**config.mk**
```make
export PLATFORM = sky130hd
export DESIGN_NAME = halt_reason_encoder
export DESIGN_NICKNAME = d
export VERILOG_FILES = /design/src/inc/halt_reason_pkg.sv /design/src/design/halt_reason_encoder.sv /design/src/design/halt_priority.sv
export SDC_FILE = /design/constraint.sdc
export NUM_CORES = 1
export LEC_CHECK = 0
export BUFFER_PORTS_ARGS = -buffer_cell sky130_fd_sc_hd__buf_2
export CAP_MARGIN = 10
export CORE_MARGIN = 8
export CORE_UTILIZATION = 45
export CTS_BUF_LIST = sky130_fd_sc_hd__clkbuf_8
export CTS_CLUSTER_DIAMETER = 50
export DETAILED_ROUTE_END_ITERATION = 6
export PLACE_DENSITY = 0.82
export SETUP_SLACK_MARGIN = 0.3
export SLEW_MARGIN = 15
export SYNTH_ARGS = -nofsm -noshare
export SYNTH_HDL_FRONTEND = slang
export SYNTH_SLANG_ARGS = --single-unit
export TNS_END_PERCENT = 5
```
**constraint.sdc**
```tcl
create_clock -name ref_clk -period 2.5 [get_ports ref_clk]
set_clock_uncertainty 0.1 [all_clocks]
set_input_delay 0 -clock ref_clk [delete_from_list [all_inputs] [get_ports ref_clk]]
set_output_delay 0 -clock ref_clk [all_outputs]
set_load 0.01 [all_outputs]
```
**src/inc/halt_reason_pkg.sv**
```systemverilog
package halt_reason_pkg;

    localparam int CODE_W = 6;
    localparam int NUM_SRC = 19;
    localparam int SAVED_CODE_LSB = 8;
    localparam int SAVED_CODE_MSB = 13;
    localparam int MODE_LSB = 24;
    localparam int MODE_MSB = 26;
    localparam int IS_FLAG_BIT = 26;
    localparam logic [7:0] SAVED_IPR_NUM = 8'h2B;

    localparam logic [5:0] C_NONE = 6'h00;
    localparam logic [5:0] C_EXT = 6'h02;
    localparam logic [5:0] C_PWRUP = 6'h03;
    localparam logic [5:0] C_ISP = 6'h04;
    localparam logic [5:0] C_DBL = 6'h05;
    localparam logic [5:0] C_HLT = 6'h06;
    localparam logic [5:0] C_VEC3 = 6'h07;
    localparam logic [5:0] C_VEC2 = 6'h08;
    localparam logic [5:0] C_CHM_IS = 6'h0A;
    localparam logic [5:0] C_CHM_VEC = 6'h0B;
    localparam logic [5:0] C_VEC_RD = 6'h0C;
    localparam logic [5:0] C_MCHK_AV = 6'h10;
    localparam logic [5:0] C_KSP_AV = 6'h11;
    localparam logic [5:0] C_DBL2 = 6'h12;
    localparam logic [5:0] C_DBL3 = 6'h13;
    localparam logic [5:0] C_EXC5 = 6'h19;
    localparam logic [5:0] C_EXC6 = 6'h1A;
    localparam logic [5:0] C_EXC7 = 6'h1B;
    localparam logic [5:0] C_REI5 = 6'h1D;
    localparam logic [5:0] C_REI6 = 6'h1E;
    localparam logic [5:0] C_REI7 = 6'h1F;
    localparam logic [5:0] C_SELFTEST = 6'h3F;

    localparam logic [2:0] MODE_KERNEL = 3'h0;
    localparam logic [1:0] VEC_LOW_3 = 2'h3;
    localparam logic [1:0] VEC_LOW_2 = 2'h2;

    localparam logic [31:0] SAVED_RESET = 32'h0000_0000;

    typedef struct packed {
        logic console_break;
        logic bus_halt_line;
        logic aux_halt;
        logic aux_halt_enable;
    } ext_halt_t;

    typedef struct packed {
        logic exc_start;
        logic rei_start;
        logic [2:0] mode;
        logic vec_valid;
        logic [1:0] vec_low;
        logic chm_exec;
        logic chm_vec_bit0;
        logic vec_read_err;
        logic isp_push_fault;
        logic mchk;
        logic mchk_reporting;
        logic mchk_servicing;
        logic ksnv_servicing;
        logic access_fault;
        logic halt_inst;
        logic kernel_mode;
        logic selftest_fail;
    } cpu_events_t;

    typedef enum logic [1:0] {
        ST_RUN = 2'b00,
        ST_SAVE = 2'b01,
        ST_HALTED = 2'b11
    } halt_state_t;

endpackage : halt_reason_pkg

```
**src/design/halt_reason_encoder.sv**
```systemverilog
`timescale 1ns/10ps
module halt_reason_encoder
    import halt_reason_pkg::*;
(
    input wire logic ref_clk,
    input wire logic rst_n,
    input wire ext_halt_t ext_halt,
    input wire cpu_events_t events,
    input wire logic [31:0] status_word,
    input wire logic restart_done,
    input wire logic powerup_restart,
    input wire logic [7:0] addr,
    input wire logic [31:0] wdata,
    input wire logic wr,
    input wire logic rd,
    output logic [31:0] rdata,
    output logic [31:0] saved_status_register,
    output logic [CODE_W-1:0] restart_code,
    output logic halted,
    output logic report_message,
    output logic irq
);
    localparam logic [7:0] A_SAVED = SAVED_IPR_NUM;
    localparam logic [7:0] A_STATUS = 8'h00;
    localparam logic [7:0] A_CLEAR = 8'h04;
    localparam logic [7:0] A_ENABLE = 8'h08;
    localparam logic [7:0] A_CTRL = 8'h0C;

    halt_state_t state;
    halt_state_t next_state;
    logic [1:0] ev_status;
    logic [1:0] ev_enable;
    logic [31:0] wd_pc;

    wire logic interrupt_stack_flag = status_word[IS_FLAG_BIT];
    wire logic [2:0] mode = events.mode;
    wire logic ext_req = ext_halt.console_break | ext_halt.bus_halt_line
                       | (ext_halt.aux_halt & ext_halt.aux_halt_enable);
    wire logic ill_mode = (mode == 3'h5) | (mode == 3'h6) | (mode == 3'h7);
    wire logic [1:0] mode_off = mode[1:0] - 2'h1;

    logic [NUM_SRC-1:0] req;
    logic [NUM_SRC*CODE_W-1:0] codes;
    assign req[0] = events.selftest_fail;
    assign req[1] = events.mchk & events.mchk_servicing;
    assign req[2] = events.mchk & events.ksnv_servicing;
    assign req[3] = events.mchk & events.mchk_reporting;
    assign req[4] = events.access_fault & events.mchk_servicing;
    assign req[5] = events.access_fault & events.ksnv_servicing;
    assign req[6] = events.vec_read_err;
    assign req[7] = events.vec_valid & (events.vec_low == VEC_LOW_3);
    assign req[8] = events.vec_valid & (events.vec_low == VEC_LOW_2);
    assign req[9] = events.chm_exec & interrupt_stack_flag;
    assign req[10] = events.chm_exec & events.chm_vec_bit0;
    assign req[11] = events.isp_push_fault;
    assign req[12] = events.exc_start & ill_mode & (mode_off == 2'h0);
    assign req[13] = events.exc_start & ill_mode & (mode_off == 2'h1);
    assign req[14] = events.exc_start & ill_mode & (mode_off == 2'h2);
    assign req[15] = events.rei_start & ill_mode & (mode_off == 2'h0);
    assign req[16] = events.rei_start & ill_mode & (mode_off == 2'h1);
    assign req[17] = events.rei_start & ill_mode & (mode_off == 2'h2);
    assign req[18] = (events.halt_inst & events.kernel_mode) | ext_req;

    assign codes = {ext_req & ~(events.halt_inst & events.kernel_mode) ? C_EXT : C_HLT,
                    C_REI7, C_REI6, C_REI5, C_EXC7, C_EXC6, C_EXC5,
                    C_ISP, C_CHM_VEC, C_CHM_IS, C_VEC2, C_VEC3, C_VEC_RD,
                    C_KSP_AV, C_MCHK_AV, C_DBL, C_DBL3, C_DBL2, C_SELFTEST};

    logic [CODE_W-1:0] hit_code;
    logic hit;
    halt_priority #(.N(NUM_SRC)) u_pri (
        .req(req),
        .codes(codes),
        .code(hit_code),
        .any(hit)
    );

    // State walk
    always_comb begin
        next_state = state;
        case (state)
            ST_RUN: begin
                if (hit || powerup_restart) begin
                    next_state = ST_SAVE;
                end
            end
            ST_SAVE: next_state = ST_HALTED;
            ST_HALTED: begin
                if (restart_done) begin
                    next_state = ST_RUN;
                end
            end
            default: next_state = ST_RUN;
        endcase
    end

    wire logic capture = (state == ST_RUN) && (hit || powerup_restart);
    wire logic [CODE_W-1:0] cap_code = powerup_restart ? C_PWRUP : hit_code;
    wire logic [1:0] ev_set = {capture & ~powerup_restart, capture & powerup_restart};
    wire logic [1:0] ev_clr = (wr && addr == A_CLEAR) ? wdata[1:0] : 2'h0;
    wire logic [31:0] next_saved = {status_word[31:SAVED_CODE_MSB+1], cap_code,
                                    status_word[SAVED_CODE_LSB-1:0]};

    always_ff @(posedge ref_clk) begin
        if (!rst_n) begin
            state <= ST_RUN;
            saved_status_register <= SAVED_RESET;
            restart_code <= C_NONE;
            halted <= 1'b0;
            report_message <= 1'b0;
            ev_status <= 2'h0;
            ev_enable <= 2'h0;
            irq <= 1'b0;
            rdata <= 32'h0000_0000;
        end else begin
            state <= next_state;
            if (capture) begin
                saved_status_register <= next_saved;
                restart_code <= cap_code;
                report_message <= ~powerup_restart;
            end
            halted <= (next_state != ST_RUN);
            ev_status <= (ev_status & ~ev_clr) | ev_set;
            if (wr && addr == A_ENABLE) begin
                ev_enable <= wdata[1:0];
            end
            irq <= |(((ev_status & ~ev_clr) | ev_set) & ev_enable);
            rdata <= wd_pc;
        end
    end

    // Read mux
    always_comb begin
        wd_pc = 32'h0000_0000;
        if (rd) begin
            case (addr)
                A_SAVED: wd_pc = saved_status_register;
                A_STATUS: wd_pc = {30'h0, ev_status};
                A_ENABLE: wd_pc = {30'h0, ev_enable};
                A_CTRL: wd_pc = {24'h0, 1'b0, halted, restart_code};
                default: wd_pc = 32'h0000_0000;
            endcase
        end
    end
endmodule : halt_reason_encoder

```
**src/design/halt_priority.sv**
```systemverilog
`timescale 1ns/10ps
module halt_priority
    import halt_reason_pkg::*;
#(
    parameter int N = NUM_SRC
) (
    input wire logic [N-1:0] req,
    input wire logic [N*CODE_W-1:0] codes,
    output logic [CODE_W-1:0] code,
    output logic any
);
    // Lowest index wins
    logic [CODE_W-1:0] pick [N:0];
    assign pick[N] = C_NONE;
    genvar i;
    generate
        for (i = 0; i < N; i++) begin : g_pri
            assign pick[i] = req[i] ? codes[i*CODE_W +: CODE_W] : pick[i+1];
        end
    endgenerate
    assign code = pick[0];
    assign any = |req;
endmodule : halt_priority

```
# Word-level counts from Yosys, hierarchy flattened
# Cells that the tools add are included.
[classes]
addsub = 1
n_eq_ne = 13
mux = 26
bitwise_logic = 33
reduce_logical = 11
[ops]
columns = ["op", "n"]
rows = [
  ["$pmux 32 s4", 1],
  ["$mux 5", 17],
  ["$and 1x1->1", 22],
  ["$reduce_or 19->1", 1],
  ["$eq 8x4->1 const B", 2],
  ["$mux 6", 2],
  ["$eq 3x3->1 const B", 3],
  ["$eq 2x2->1 const B", 4],
  ["$eq 8x3->1 const B", 1],
  ["$eq 8x6->1 const B", 1],
  ["$logic_not 8->1", 1],
  ["$mux 2", 3],
  ["$mux 3", 2],
  ["$pmux 2 s3", 1],
  ["$or 1x1->1", 5],
  ["$and 2x2->2", 2],
  ["$eq 2x1->1 const B", 2],
  ["$logic_not 2->1", 2],
  ["$logic_and 1x1->1", 3],
  ["$not 1->1", 2],
  ["$not 2->2", 1],
  ["$or 2x2->2", 1],
  ["$reduce_and 2->1", 1],
  ["$reduce_bool 2->1", 1],
  ["other kinds (3)", 3],
]
[word_totals]
ff_bits = 79
in_bits = 102
output_inout_bits = 73
wordCells = 93

# Longest topological paths before layout
# Gate-level depths: netlist of run 1.
[depth]
word_depth = 24
mapped_depth = 7

# Cells and area by module
# Synthesis of run 1 repeated with hierarchy kept, for this count alone.
[unflattened]
cells_unflattened = 479
area_unflattened_um2 = 3880.0
[by_module_without_submodules]
columns = ["module", "n_inst", "cells_per_inst", "area_each_um2"]
rows = [
  ["halt_reason_encoder", 1, 301, 2767.7],
  ["halt_priority", 1, 178, 1112.3],
]

# Worst setup path before layout of run 1
# OpenSTA, ideal clock, no wires.
[synth_path]
path_kind = "input -> register"
from = "input addr[4]"
to = "register rdata[12]"
setup_time_ns = 0.059
t_arrival_ns = 1.325
slack_ns = 1.016
stages = 6
path_buffers = 2
path_cell_list = "or3_1 buf_2 nor3_4 and3_2 clkbuf_2 and2_1"
[synth_via]
elab_chain_len = 2
word_cells_on_any_way = 5
classes_between = "eq/ne: 3; mux: 1; reduce/logical: 1"
[synth_rtl]
columns = ["element", "line_no", "text"]
rows = [
  ["from (decl)", "halt_reason_encoder.sv:12", "input wire logic [7:0] addr,"],
  ["$eq 8x4->1 (tied with other cells)", "halt_reason_encoder.sv:136", "case (addr)"],
  ["$pmux 32 s4 *", "halt_reason_encoder.sv:136", ""],
  ["to (signal assigned)", "halt_reason_encoder.sv:128", "rdata <= wd_pc;"],
  ["to (decl)", "halt_reason_encoder.sv:16", "output logic [31:0] rdata,"],
]
# Mark *: on every way between the ends. The rest lies on a longest branch, timed or not.
# A chain may end at the register's enable or synchronous reset.

# Final worst setup path of run 1
[layout_path]
from = "input addr[2]"
to = "register rdata[0]"
# The elaborated chain is that of the path after synthesis.

==> results.md, run 1 <==
- RSZ-0062 raised after global routing: false
- Mapped Avg Cell Area: 9.30 um^2
- CP max stage delay: 0.56 ns
- Clk_lat worst skew: 0.34 ns
- Initial antenna violation count: 0
- Synth Register Bits: 73
- Seq. cell area: 1460 um^2
- Post-layout util: 65.2%
- Hpwl dp: 6300 um
- First-pass GRT wire length: 14400 um
- Clk slew on worst S/H paths: 0.07 ns
- Reg2reg start: state[0]
- PortBufs: 138
- Max Clock Freq: 0.492 GHz
- Power per Cell Area: 596 nW/um^2
- Ports: 175
- Root Driver: clkbuf_8
- Placeable Area: 6720 um^2
- Resize count post-CTS: 0
- Sinks on Clock Net: 73
- Most common cell on crit path: dlygate4sd3_1
- Number of max-cap violations: 0
- Worst Hold Class: in -> reg
- Iteration-0 DRC Markers: 95
- Avg WL per Cell: 15.4 um
- Post-synthesis sequential area ratio: 47.5%
- GPL Wtd Cong: 0.822
- Worst vdd ir: 273 uV
- Status: finished clean
- Clock Path Buffers: 2
- Vias/cell: 5.06
- Min cycle time layout: 2.03 ns
- Lkg Pwr: 2.14 nW
- Die H: 98.7 um
- CP Capture Type: flip-flop
- Synthesized cell area: 3080 um^2
- Overall Power: 2.61 mW
- Slew HR: 61.3%
- N_diodes: 0
- CTS tree: yes
- Design Area, Final: 4380 um^2
- Starting Density: 45.8%
- Top post-synthesis cells by area: dfxtp_1, mux2i_1, nand2_1
- Least-Margin Pin Slew: 0.578 ns
- Slew Limit Fails: 0
- Number of vias after detailed routing: 2982
- Top-area cell type share of the netlist area: 47.5%
- Tot GR Track Use: 18.3%
- Delay-heaviest family, CP: buffers and inverters
- Part of the cycle the worst path needs: 81.4%
- Worst r2r dst: saved_status_register[3]
- Ratio of cells with drive above 1 in the final layout: 33.2%
- Worst reg-to-reg setup slack: 0.73 ns
- Post-place instance area: 3750 um^2
- Post-synthesis cell type count: 47
- Synth Instances: 331
- Dominant cell type by area after synthesis: dfxtp_1
- Layout area overhead: 42.3%
- Synth warn: 0
- Crit path max fanout: 8
- Final Hold Viols: 0
- Crit path buffers/inverters: 3
- Multi-input gate area: 1440 um^2
- Most common cell after layout, fill and taps aside: buf_2
- WP data required: 2.69 ns
- H-tree Lvls: 3
- Critical path cell sequence: dlygate4sd3_1 -> buf_2 -> nand3b_1 -> nor3_4 -> o211ai_1 -> a21oi_1 -> dlygate4sd3_1
- Remaining Overflow, GRT: 0
- Router iterations before antenna repair: 4
- Hold path depth: 3
- Fillcell total: 535
- # setup viols final: 0
- WL final: 9080 um
- Number of instances in the placed design: 531
- Reg2reg path depth: 5
- Worst path slowest cell: dlygate4sd3_1
- FP Rows: 30
- Non-filler cells, final: 589
- CTS buffer count: 9
- Largest net degree at the start of global routing: 36
- Vias in the first global route: 2944
- Nets: 607
- Hold Crit Start: rst_n
- Die Wd: 98.7 um
- Post-route DRC violation count: 0
- CP Class: in -> reg
- Hold EP: saved_status_register[11]
- Post-synthesis net count: 433
- Commonest non-fill, non-tap cells in the layout: buf_2, nand2_1, dfxtp_1
- Die area: 9740 um^2
- CP Data Arrival Time: 2.22 ns
- Kind of start point of the critical path: input port
- Antenna viol nets, final: 0
- Setup TNS Final: 0 ns
worst min-delay path: stages:
cell and delay [ns]:
buf_2 0.23, nand2_1 0.11, mux2i_1 0.06
what timing repair did:
item / 4_1_cts / 5_1_grt
hold buffers: 41 / 0
setup buffers: 0 / 2
setup endpoints to repair: 0 / 1
hold endpoints to repair: 38 / 0
flip-flops by register name (all words and copies together), names as in the netlist:
signal / count
rdata: 32
ev_enable: 2
report_message: 1
state: 2
halted: 1
irq: 1
ev_status: 2
saved_status_register: 32
final cells by class:
class                   count  share of cell area [%]
clock buffers              11                    3.46
flip-flops and latches     73                    33.4
inverters                   5                   0.429
well taps                  80                    2.29
multi-input cells         232                    33.0
repair buffers            184                    26.3
clock inverters             4                    1.20
worst max-delay path by stage:
stage,start,to,slack [ns],cells past startpoint
2_1_floorplan,addr[4],rdata[12],1.02,6
3_3_place_gp,addr[4],rdata[18],0.70,5
3_5_place_dp,addr[4],rdata[11],0.66,5
4_1_cts,addr[2],rdata[0],0.39,7
5_1_grt,addr[2],rdata[0],0.36,7
6_report,addr[2],rdata[0],0.47,7
through the flow:
stage                     setup WS (ns)  hold slack [ns]
after floorplan                    1.02          -0.0128
after global placement            0.700           0.0961
after detailed placement          0.658           0.0949
after CTS                         0.391          0.00113
after global routing              0.362           0.0322
final                             0.466           0.0124
cells by family after synthesis:
family	Yosys count	share of synthesized area, %
compound gates	49	11.3
buf+inv	26	5.86
flops	73	47.5
mux	37	12.2
simple gates	146	23.2
cell usage after synthesis (all sizes together):
cell type and instances:
nand2b 1, o211ai 5, mux2i 34, o21ai 12, a22oi 5, a21oi 6, nor4 2, nand3 6
a211oi 1, or2b 1, a2bb2oi 1, o22ai 2, or2 1, nor2 12, nand4 2, inv 5
o21a 1, nor2b 4, and2 25, a31oi 4, a21o 1, o2111ai 1, buf 11, and3 3
dfxtp 73, o311ai 4, a31o 2, mux2 3, nand3b 5, clkbuf 10, nand4b 1, or3 4
nand2 75, nor3 3, a21boi 1, and4 1, a32oi 2, a41oi 1
routing by layer:
metal / part of all wire (%) / GRT usage, %
met5: 0 / 0
met4: 2.9 / 10.4
met3: 4.9 / 3.88
met2: 51 / 32.7
met1: 41 / 19.6
report_power, final:
group	leakage [nW]	internal [mW]	switching [mW]	total [mW]
Sequential	0.595	1.22	0.0470	1.27
Clock	0.0937	0.509	0.419	0.928
Combinational	1.45	0.205	0.209	0.414
Total	2.14	1.93	0.675	2.61
(Power assumes the default switching activity.)
==> run 2: changes to the inputs <==
--- a/config.mk
+++ b/config.mk
@@ -5,6 +5,7 @@
 export SDC_FILE = /design/constraint.sdc
 export NUM_CORES = 1
 export LEC_CHECK = 0
+export ABC_AREA = 1
 export BUFFER_PORTS_ARGS = -buffer_cell sky130_fd_sc_hd__buf_2
 export CAP_MARGIN = 10
 export CORE_MARGIN = 8
==> constraint.sdc (replaced) <==
create_clock -name ref_clk -period 1.9 [get_ports ref_clk]
set_clock_uncertainty 0.1 [all_clocks]
set_input_delay 0 -clock ref_clk [delete_from_list [all_inputs] [get_ports ref_clk]]
set_output_delay 0 -clock ref_clk [all_outputs]
set_load 0.01 [all_outputs]
==> run 2 against run 1 <==
Sequential share of layout area is 0.28 points lower. Utilization increased by 1.3 points. Register-to-register slack worse by 0.29 ns. Via count grew 7.3%. First-iteration DRC count up 79%. Non-clock buffer count shrank 2. Routed wire length grew 7.2%. Sequential power grew 32%. Global-route usage increased by 1.4 points. Critical path type unchanged.
==> results.md, run 2 <==
- Antenna viol nets, final: 0 (unchanged)
- Multi-input gate area: 1230 um^2 (-15%)
- Reg2reg path depth: 5 (unchanged)
- WL final: 9730 um (+7.2%)
- Synth Register Bits: 73 (unchanged)
- Root Driver: clkbuf_8
- Most common cell after layout, fill and taps aside: buf_2
- Max Clock Freq: 0.649 GHz
- Kind of start point of the critical path: input port
- Final Worst Setup Slack: 0.359 ns (-0.107 ns)
- H-tree Lvls: 3 (unchanged)
- Die area: 9630 um^2 (-1.1%)
- Iteration-0 DRC Markers: 170 (+79%)
- Synth warn: 0 (unchanged)
- Tot GR Track Use: 19.7% (+1.4 points)
- Placeable Area: 6640 um^2 (-1.1%)
- Regs by FF count: rdata (32), saved_status_register (32)
- Top post-synthesis cells by area: dfxtp_1, inv_1, nand2_1
- Die H: 98.1 um (-0.56%)
- Ys async rst share: 0% (unchanged)
- Initial antenna violation count: 0 (unchanged)
- # setup viols final: 0 (unchanged)
- Router iterations before antenna repair: 4 (unchanged)
- Clock Path Buffers: 2 (unchanged)
- Seq. cell area: 1460 um^2 (unchanged)
- Post-synthesis cell type count: 36 (-23%)
- Nets: 652 (+7.4%)
- Hpwl dp: 6650 um (+5.6%)
- Die Wd: 98.1 um (-0.56%)
- Worst slack, placed: 0.337 ns (-0.321 ns)
- CP Class: in -> reg
- Least-Margin Pin Slew: 0.491 ns (-0.0879 ns)
- Most numerous cell in the Yosys netlist: dfxtp_1
- WP data required: 2.07 ns (-0.62 ns)
- Final Hold Viols: 0 (unchanged)
- Synth Instances: 377 (+14%)
- Sinks on Clock Net: 73 (unchanged)
- Number of vias after detailed routing: 3201 (+7.3%)
- Setup TNS Final: 0 ns (unchanged)
- Layout area overhead: 45.5%
- GPL Wtd Cong: 0.903 (+9.9%)
- Vias in the first global route: 3326 (+13%)
- Status: finished clean
- Slew HR: 67.0% (+5.8 points)
- Number of max-cap violations: 0 (unchanged)
- Fillcell total: 538 (+0.56%)
- Power per Cell Area: 839 nW/um^2 (+41%)
- Worst Hold Class: in -> reg
- Top-area cell type share of the netlist area: 48.1% (+0.65 points)
- Clk_lat worst skew: 0.34 ns (about the same)
- Min cycle time layout: 1.54 ns
- Post-synth EDFFs: 0 (unchanged)
- N_diodes: 0 (unchanged)
- CTS tree: yes
- Commonest non-fill, non-tap cells in the layout: buf_2, dfxtp_1, inv_1
- Worst vdd ir: 418 uV (+53%)
- Dominant cell type by area after synthesis: dfxtp_1
- Ports: 175 (unchanged)
- Avg WL per Cell: 15.3 um (-0.57%)
- Synthesized cell area: 3040 um^2 (-1.3%)
- FP Rows: 30 (unchanged)
- Lkg Pwr: 2.13 nW (-0.75%)
- Post-synthesis sequential area ratio: 48.1% (+0.65 points)
- Part of the cycle the worst path needs: 81.1%
- Hold path depth: 5 (+2)
- Clk slew on worst S/H paths: 0.07 ns (about the same)
- Mapped Avg Cell Area: 8.05 um^2 (-13%)
- Post-synth top cells: dfxtp_1, inv_1, nand2_1
- CTS buffer count: 9 (unchanged)
- Prevailing post-synth register cell: dfxtp_1
- RSZ-0062 raised after global routing: true
- First-pass GRT wire length: 15600 um (+8.1%)
- Crit path max fanout: 4 (-4)
- CP Data Arrival Time: 1.71 ns (-0.51 ns)
- Remaining Overflow, GRT: 0 (unchanged)
- Ratio of cells with drive above 1 in the final layout: 37.8% (+4.6 points)
- CP Capture Type: flip-flop
- Vias/cell: 5.04 (-0.43%)
- Post-route DRC violation count: 0 (unchanged)
- Hold_ws: 0.0305 ns (+0.0182 ns)
- Slew Limit Fails: 0 (unchanged)
- Starting Density: 45.7% (-0.10 points)
- Post-synthesis net count: 479 (+11%)
- Largest net degree at the start of global routing: 39 (+8.3%)
- PortBufs: 138 (unchanged)
-- run 2: worst paths after layout --
check	to	from	slack, ns
worst min-delay path	saved_status_register[12]	events[0]	0.03
worst min register to register	irq	ev_enable[1]	0.36
worst max register to register	saved_status_register[18]	state[1]	0.44
worst max-delay path	saved_status_register[8]	events[9]	0.36
-- run 2: report_power, final --
group / switching [mW] / leakage, nW / total [mW] / internal, mW
clock network: 0.561 / 0.105 / 1.34 / 0.776
logic: 0.395 / 1.42 / 0.690 / 0.295
registers: 0.0578 / 0.598 / 1.68 / 1.62
total: 1.01 / 2.13 / 3.70 / 2.69
-- run 2: kinds of logic after synthesis --
logic type,after synthesis,synth area share [%]
AND/OR/NAND/NOR,127,20.6
AO/OA/AOI/OAI,92,19.0
buffers and inverters,85,12.2
flip-flops,73,48.1
-- run 2: layout make-up --
cell class                 count  area share, %
clock buffer                  10           3.12
sequential                    73           33.1
inverter                      65           5.53
multi-input combinational    219           27.9
tap                           80           2.27
timing repair buffer         182           26.1
clock inverter                 6           2.07
-- run 2: through the flow --
stage | instance area [um^2] | utilization, % | power [mW] | std cells
floorplan | 3040 | - | 2.07 | 377
global placement | 3750 | 56.4 | 2.27 | 580
detailed placement | 3750 | 56.4 | 2.29 | 580
CTS | 4350 | 65.4 | 3.69 | 633
global route | 4420 | 66.5 | 3.88 | 635
finish | 4420 | 66.5 | 3.70 | 635
-- run 2: routing by layer --
metal  vias up  GRT usage, %  wire, um
li1       1567             -         -
met1      1465          20.8      3730
met2       136          35.3      4960
met3        33          4.20       659
met4         0          12.0       379
met5         -             0         0
-- run 2: critical path, cell delays in order --
cell           delay, ns
dlygate4sd3_1       0.54
buf_2               0.14
inv_2               0.08
nand2_1             0.08
nand2_1             0.06
nand2_1             0.04
nand2_1             0.05
nand2_1             0.05
dlygate4sd3_1       0.56
a21oi_2             0.12
-- run 2: repair_timing --
| action | in CTS | in global routing |
|---|---|---|
| resized for setup | 0 | 9 |
| buffers inserted | 0 | 1 |
| endpoints found under the hold margin | 43 | 0 |
| hold buffers | 37 | 0 |
| endpoints found under the setup margin | 0 | 32 |
==> run 3: changes to the inputs <==
--- a/config.mk
+++ b/config.mk
@@ -5,7 +5,7 @@
 export SDC_FILE = /design/constraint.sdc
 export NUM_CORES = 1
 export LEC_CHECK = 0
-export ABC_AREA = 1
+export ABC_AREA = 0
 export BUFFER_PORTS_ARGS = -buffer_cell sky130_fd_sc_hd__buf_2
 export CAP_MARGIN = 10
 export CORE_MARGIN = 8
==> constraint.sdc (replaced) <==
create_clock -name ref_clk -period 1.5 [get_ports ref_clk]
set_clock_uncertainty 0.1 [all_clocks]
set_input_delay 0 -clock ref_clk [delete_from_list [all_inputs] [get_ports ref_clk]]
set_output_delay 0 -clock ref_clk [all_outputs]
set_load 0.01 [all_outputs]
==> run 3 against run 2 <==
Non-clock buffer count rose by 14. Clock-buffer cell count rose by 1. Power rose by 25%. Sequential cell count did not move. Final cell count fell by 5.2%. Cell area rose by 4.1%. Critical endpoint is now saved_status_register[21]. Largest power group unchanged. Highest routed layer is now met5.
==> results.md, run 3 (synthesized netlist as in run 1, its figures left out) <==
- Vias/cell: 5.23 (+3.8%)
- Router iterations before antenna repair: 5 (+1)
- Die H: 98.7 um (+0.57%)
- FP Rows: 30 (unchanged)
- Iteration-0 DRC Markers: 129 (-24%)
- Tot GR Track Use: 18.3% (-1.5 points)
- Worst Hold Class: in -> reg
- Hold_ws: 0.0229 ns (-0.00760 ns)
- Clock Path Buffers: 2 (unchanged)
- CP Class: in -> reg
- GPL Wtd Cong: 0.918 (+1.6%)
- PortBufs: 138 (unchanged)
- Seq. cell area: 1460 um^2 (unchanged)
- H-tree Lvls: 3 (unchanged)
- Status: finished clean
- Placeable Area: 6720 um^2 (+1.1%)
- Clk_lat worst skew: 0.34 ns (about the same)
- Avg WL per Cell: 15.7 um (+2.3%)
- WP data required: 1.66 ns (-0.41 ns)
- Ratio of cells with drive above 1 in the final layout: 37.0% (-0.86 points)
- Final Hold Viols: 0 (unchanged)
- Clk slew on worst S/H paths: 0.07 ns (about the same)
- WL final: 9440 um (-3.0%)
- Crit path max fanout: 7 (+3)
- Number of max-cap violations: 0 (unchanged)
- Slew HR: 56.6% (-10 points)
- Setup TNS Final: 0 ns (unchanged)
- Delay-heaviest family, CP: simple AND/OR/NAND/NOR gates
- Die area: 9740 um^2 (+1.1%)
- CP Data Arrival Time: 1.49 ns (-0.22 ns)
- Power per Cell Area: 1010 nW/um^2 (+20%)
- Worst path slowest cell: or3_4
- Least-Margin Pin Slew: 0.648 ns (+0.157 ns)
- First-pass GRT wire length: 14500 um (-6.9%)
- Ports: 175 (unchanged)
- Hpwl dp: 6740 um (+1.4%)
- Nets: 619 (-5.1%)
- Sinks on Clock Net: 73 (unchanged)
- Fillcell total: 526 (-2.2%)
- Remaining Overflow, GRT: 0 (unchanged)
- Most common cell after layout, fill and taps aside: buf_2
- Post-route DRC violation count: 0 (unchanged)
- Crit path buffers/inverters: 3 (-1)
- Commonest non-fill, non-tap cells in the layout: buf_2, nand2_1, dfxtp_1
- Regs by FF count: rdata (32), saved_status_register (32)
- Min cycle time layout: 1.33 ns
- CP Capture Type: flip-flop
- Largest net degree at the start of global routing: 28 (-28%)
- Worst vdd ir: 465 uV (+11%)
- Vias in the first global route: 3120 (-6.2%)
- Kind of start point of the critical path: input port
- Part of the cycle the worst path needs: 88.7%
- Antenna viol nets, final: 0 (unchanged)
- RSZ-0062 raised after global routing: true
- # setup viols final: 0 (unchanged)
- Slew Limit Fails: 0 (unchanged)
- Layout area overhead: 49.3%
- Die Wd: 98.7 um (+0.57%)
- Starting Density: 45.8% (+0.10 points)
- Critical path cell sequence: buf_8 -> o22ai_4 -> nand4_1 -> or3_4 -> o21ai_4 -> buf_12 -> clkbuf_16 -> mux2i_1
- Number of vias after detailed routing: 3151 (-1.6%)
- Multi-input gate area: 1470 um^2 (+20%)
- CP max stage delay: 0.44 ns (-0.12 ns)
- Root Driver: clkbuf_8
- Max Clock Freq: 0.751 GHz
- N_diodes: 0 (unchanged)
- CTS tree: yes
- Initial antenna violation count: 1 (+1)
- Lkg Pwr: 2.26 nW (+6.3%)
- CTS buffer count: 9 (unchanged)
-- run 3: power breakdown --
group / switching, mW / internal (mW) / total [mW]
clock network: 0.695 / 1.02 / 1.72
logic: 0.374 / 0.420 / 0.794
registers: 0.0794 / 2.03 / 2.11
total: 1.15 / 3.47 / 4.62
-- run 3: worst paths after layout --
check	from	to	slack [ns]	depth (start not counted)
worst min-delay path	powerup_restart	saved_status_register[9]	0.02	5
worst min register to register	saved_status_register[26]	saved_status_register[26]	0.37	2
worst max register to register	state[1]	saved_status_register[21]	0.24	5
worst max-delay path	events[5]	saved_status_register[21]	0.17	8
-- run 3: layout make-up --
type,instances,share of cell area (%)
Clock buffer,11,3.30
Clock inverter,5,1.69
Inverter,5,0.408
Multi-Input combinational cell,232,32.1
Sequential cell,73,31.8
Tap cell,80,2.18
Timing Repair Buffer,196,28.6
-- run 3: metrics by stage --
stage | cells | setup WS [ns] | power (mW) | area, um^2 | util (%)
global route | 602 | 0.147 | 4.81 | 4590 | 68.4
global placement | 547 | -0.108 | 2.77 | 3880 | 57.7
floorplan | 331 | 0.0457 | 2.52 | 3090 | -
finish | 602 | 0.169 | 4.62 | 4590 | 68.4
CTS | 598 | 0.172 | 4.57 | 4460 | 66.3
detailed placement | 547 | -0.183 | 2.79 | 3880 | 57.7
-- run 3: what timing repair did --
action                                 CTS  global route
hold buffers                            35             0
setup buffers                            0             1
gates cloned                             0             3
pin swaps                                0             6
resized for setup                        0            15
setup endpoints to repair               36            69
endpoints found under the hold margin   38             0
-- run 3: layer usage --
| layer | vias to the layer above | part of all wire (%) | global-route usage [%] |
|---|---|---|---|
| li1 | 1511 | - | - |
| met1 | 1437 | 40 | 19.5 |
| met2 | 171 | 48 | 32.4 |
| met3 | 30 | 8.9 | 6.69 |
| met4 | 2 | 2.2 | 6.38 |
| met5 | - | 0.14 | 0 |
-- run 3: worst reg2reg max path, delay by kind of cell, from the launching register on --
| family | cells | cell delay, ns |
|---|---|---|
| AOI/OAI and AO/OA | 1 | 0.09 |
| buffers and inverters | 2 | 0.31 |
| DFF | 1 | 0.34 |
| muxes | 1 | 0.12 |
| and+or+nand+nor | 1 | 0.18 |
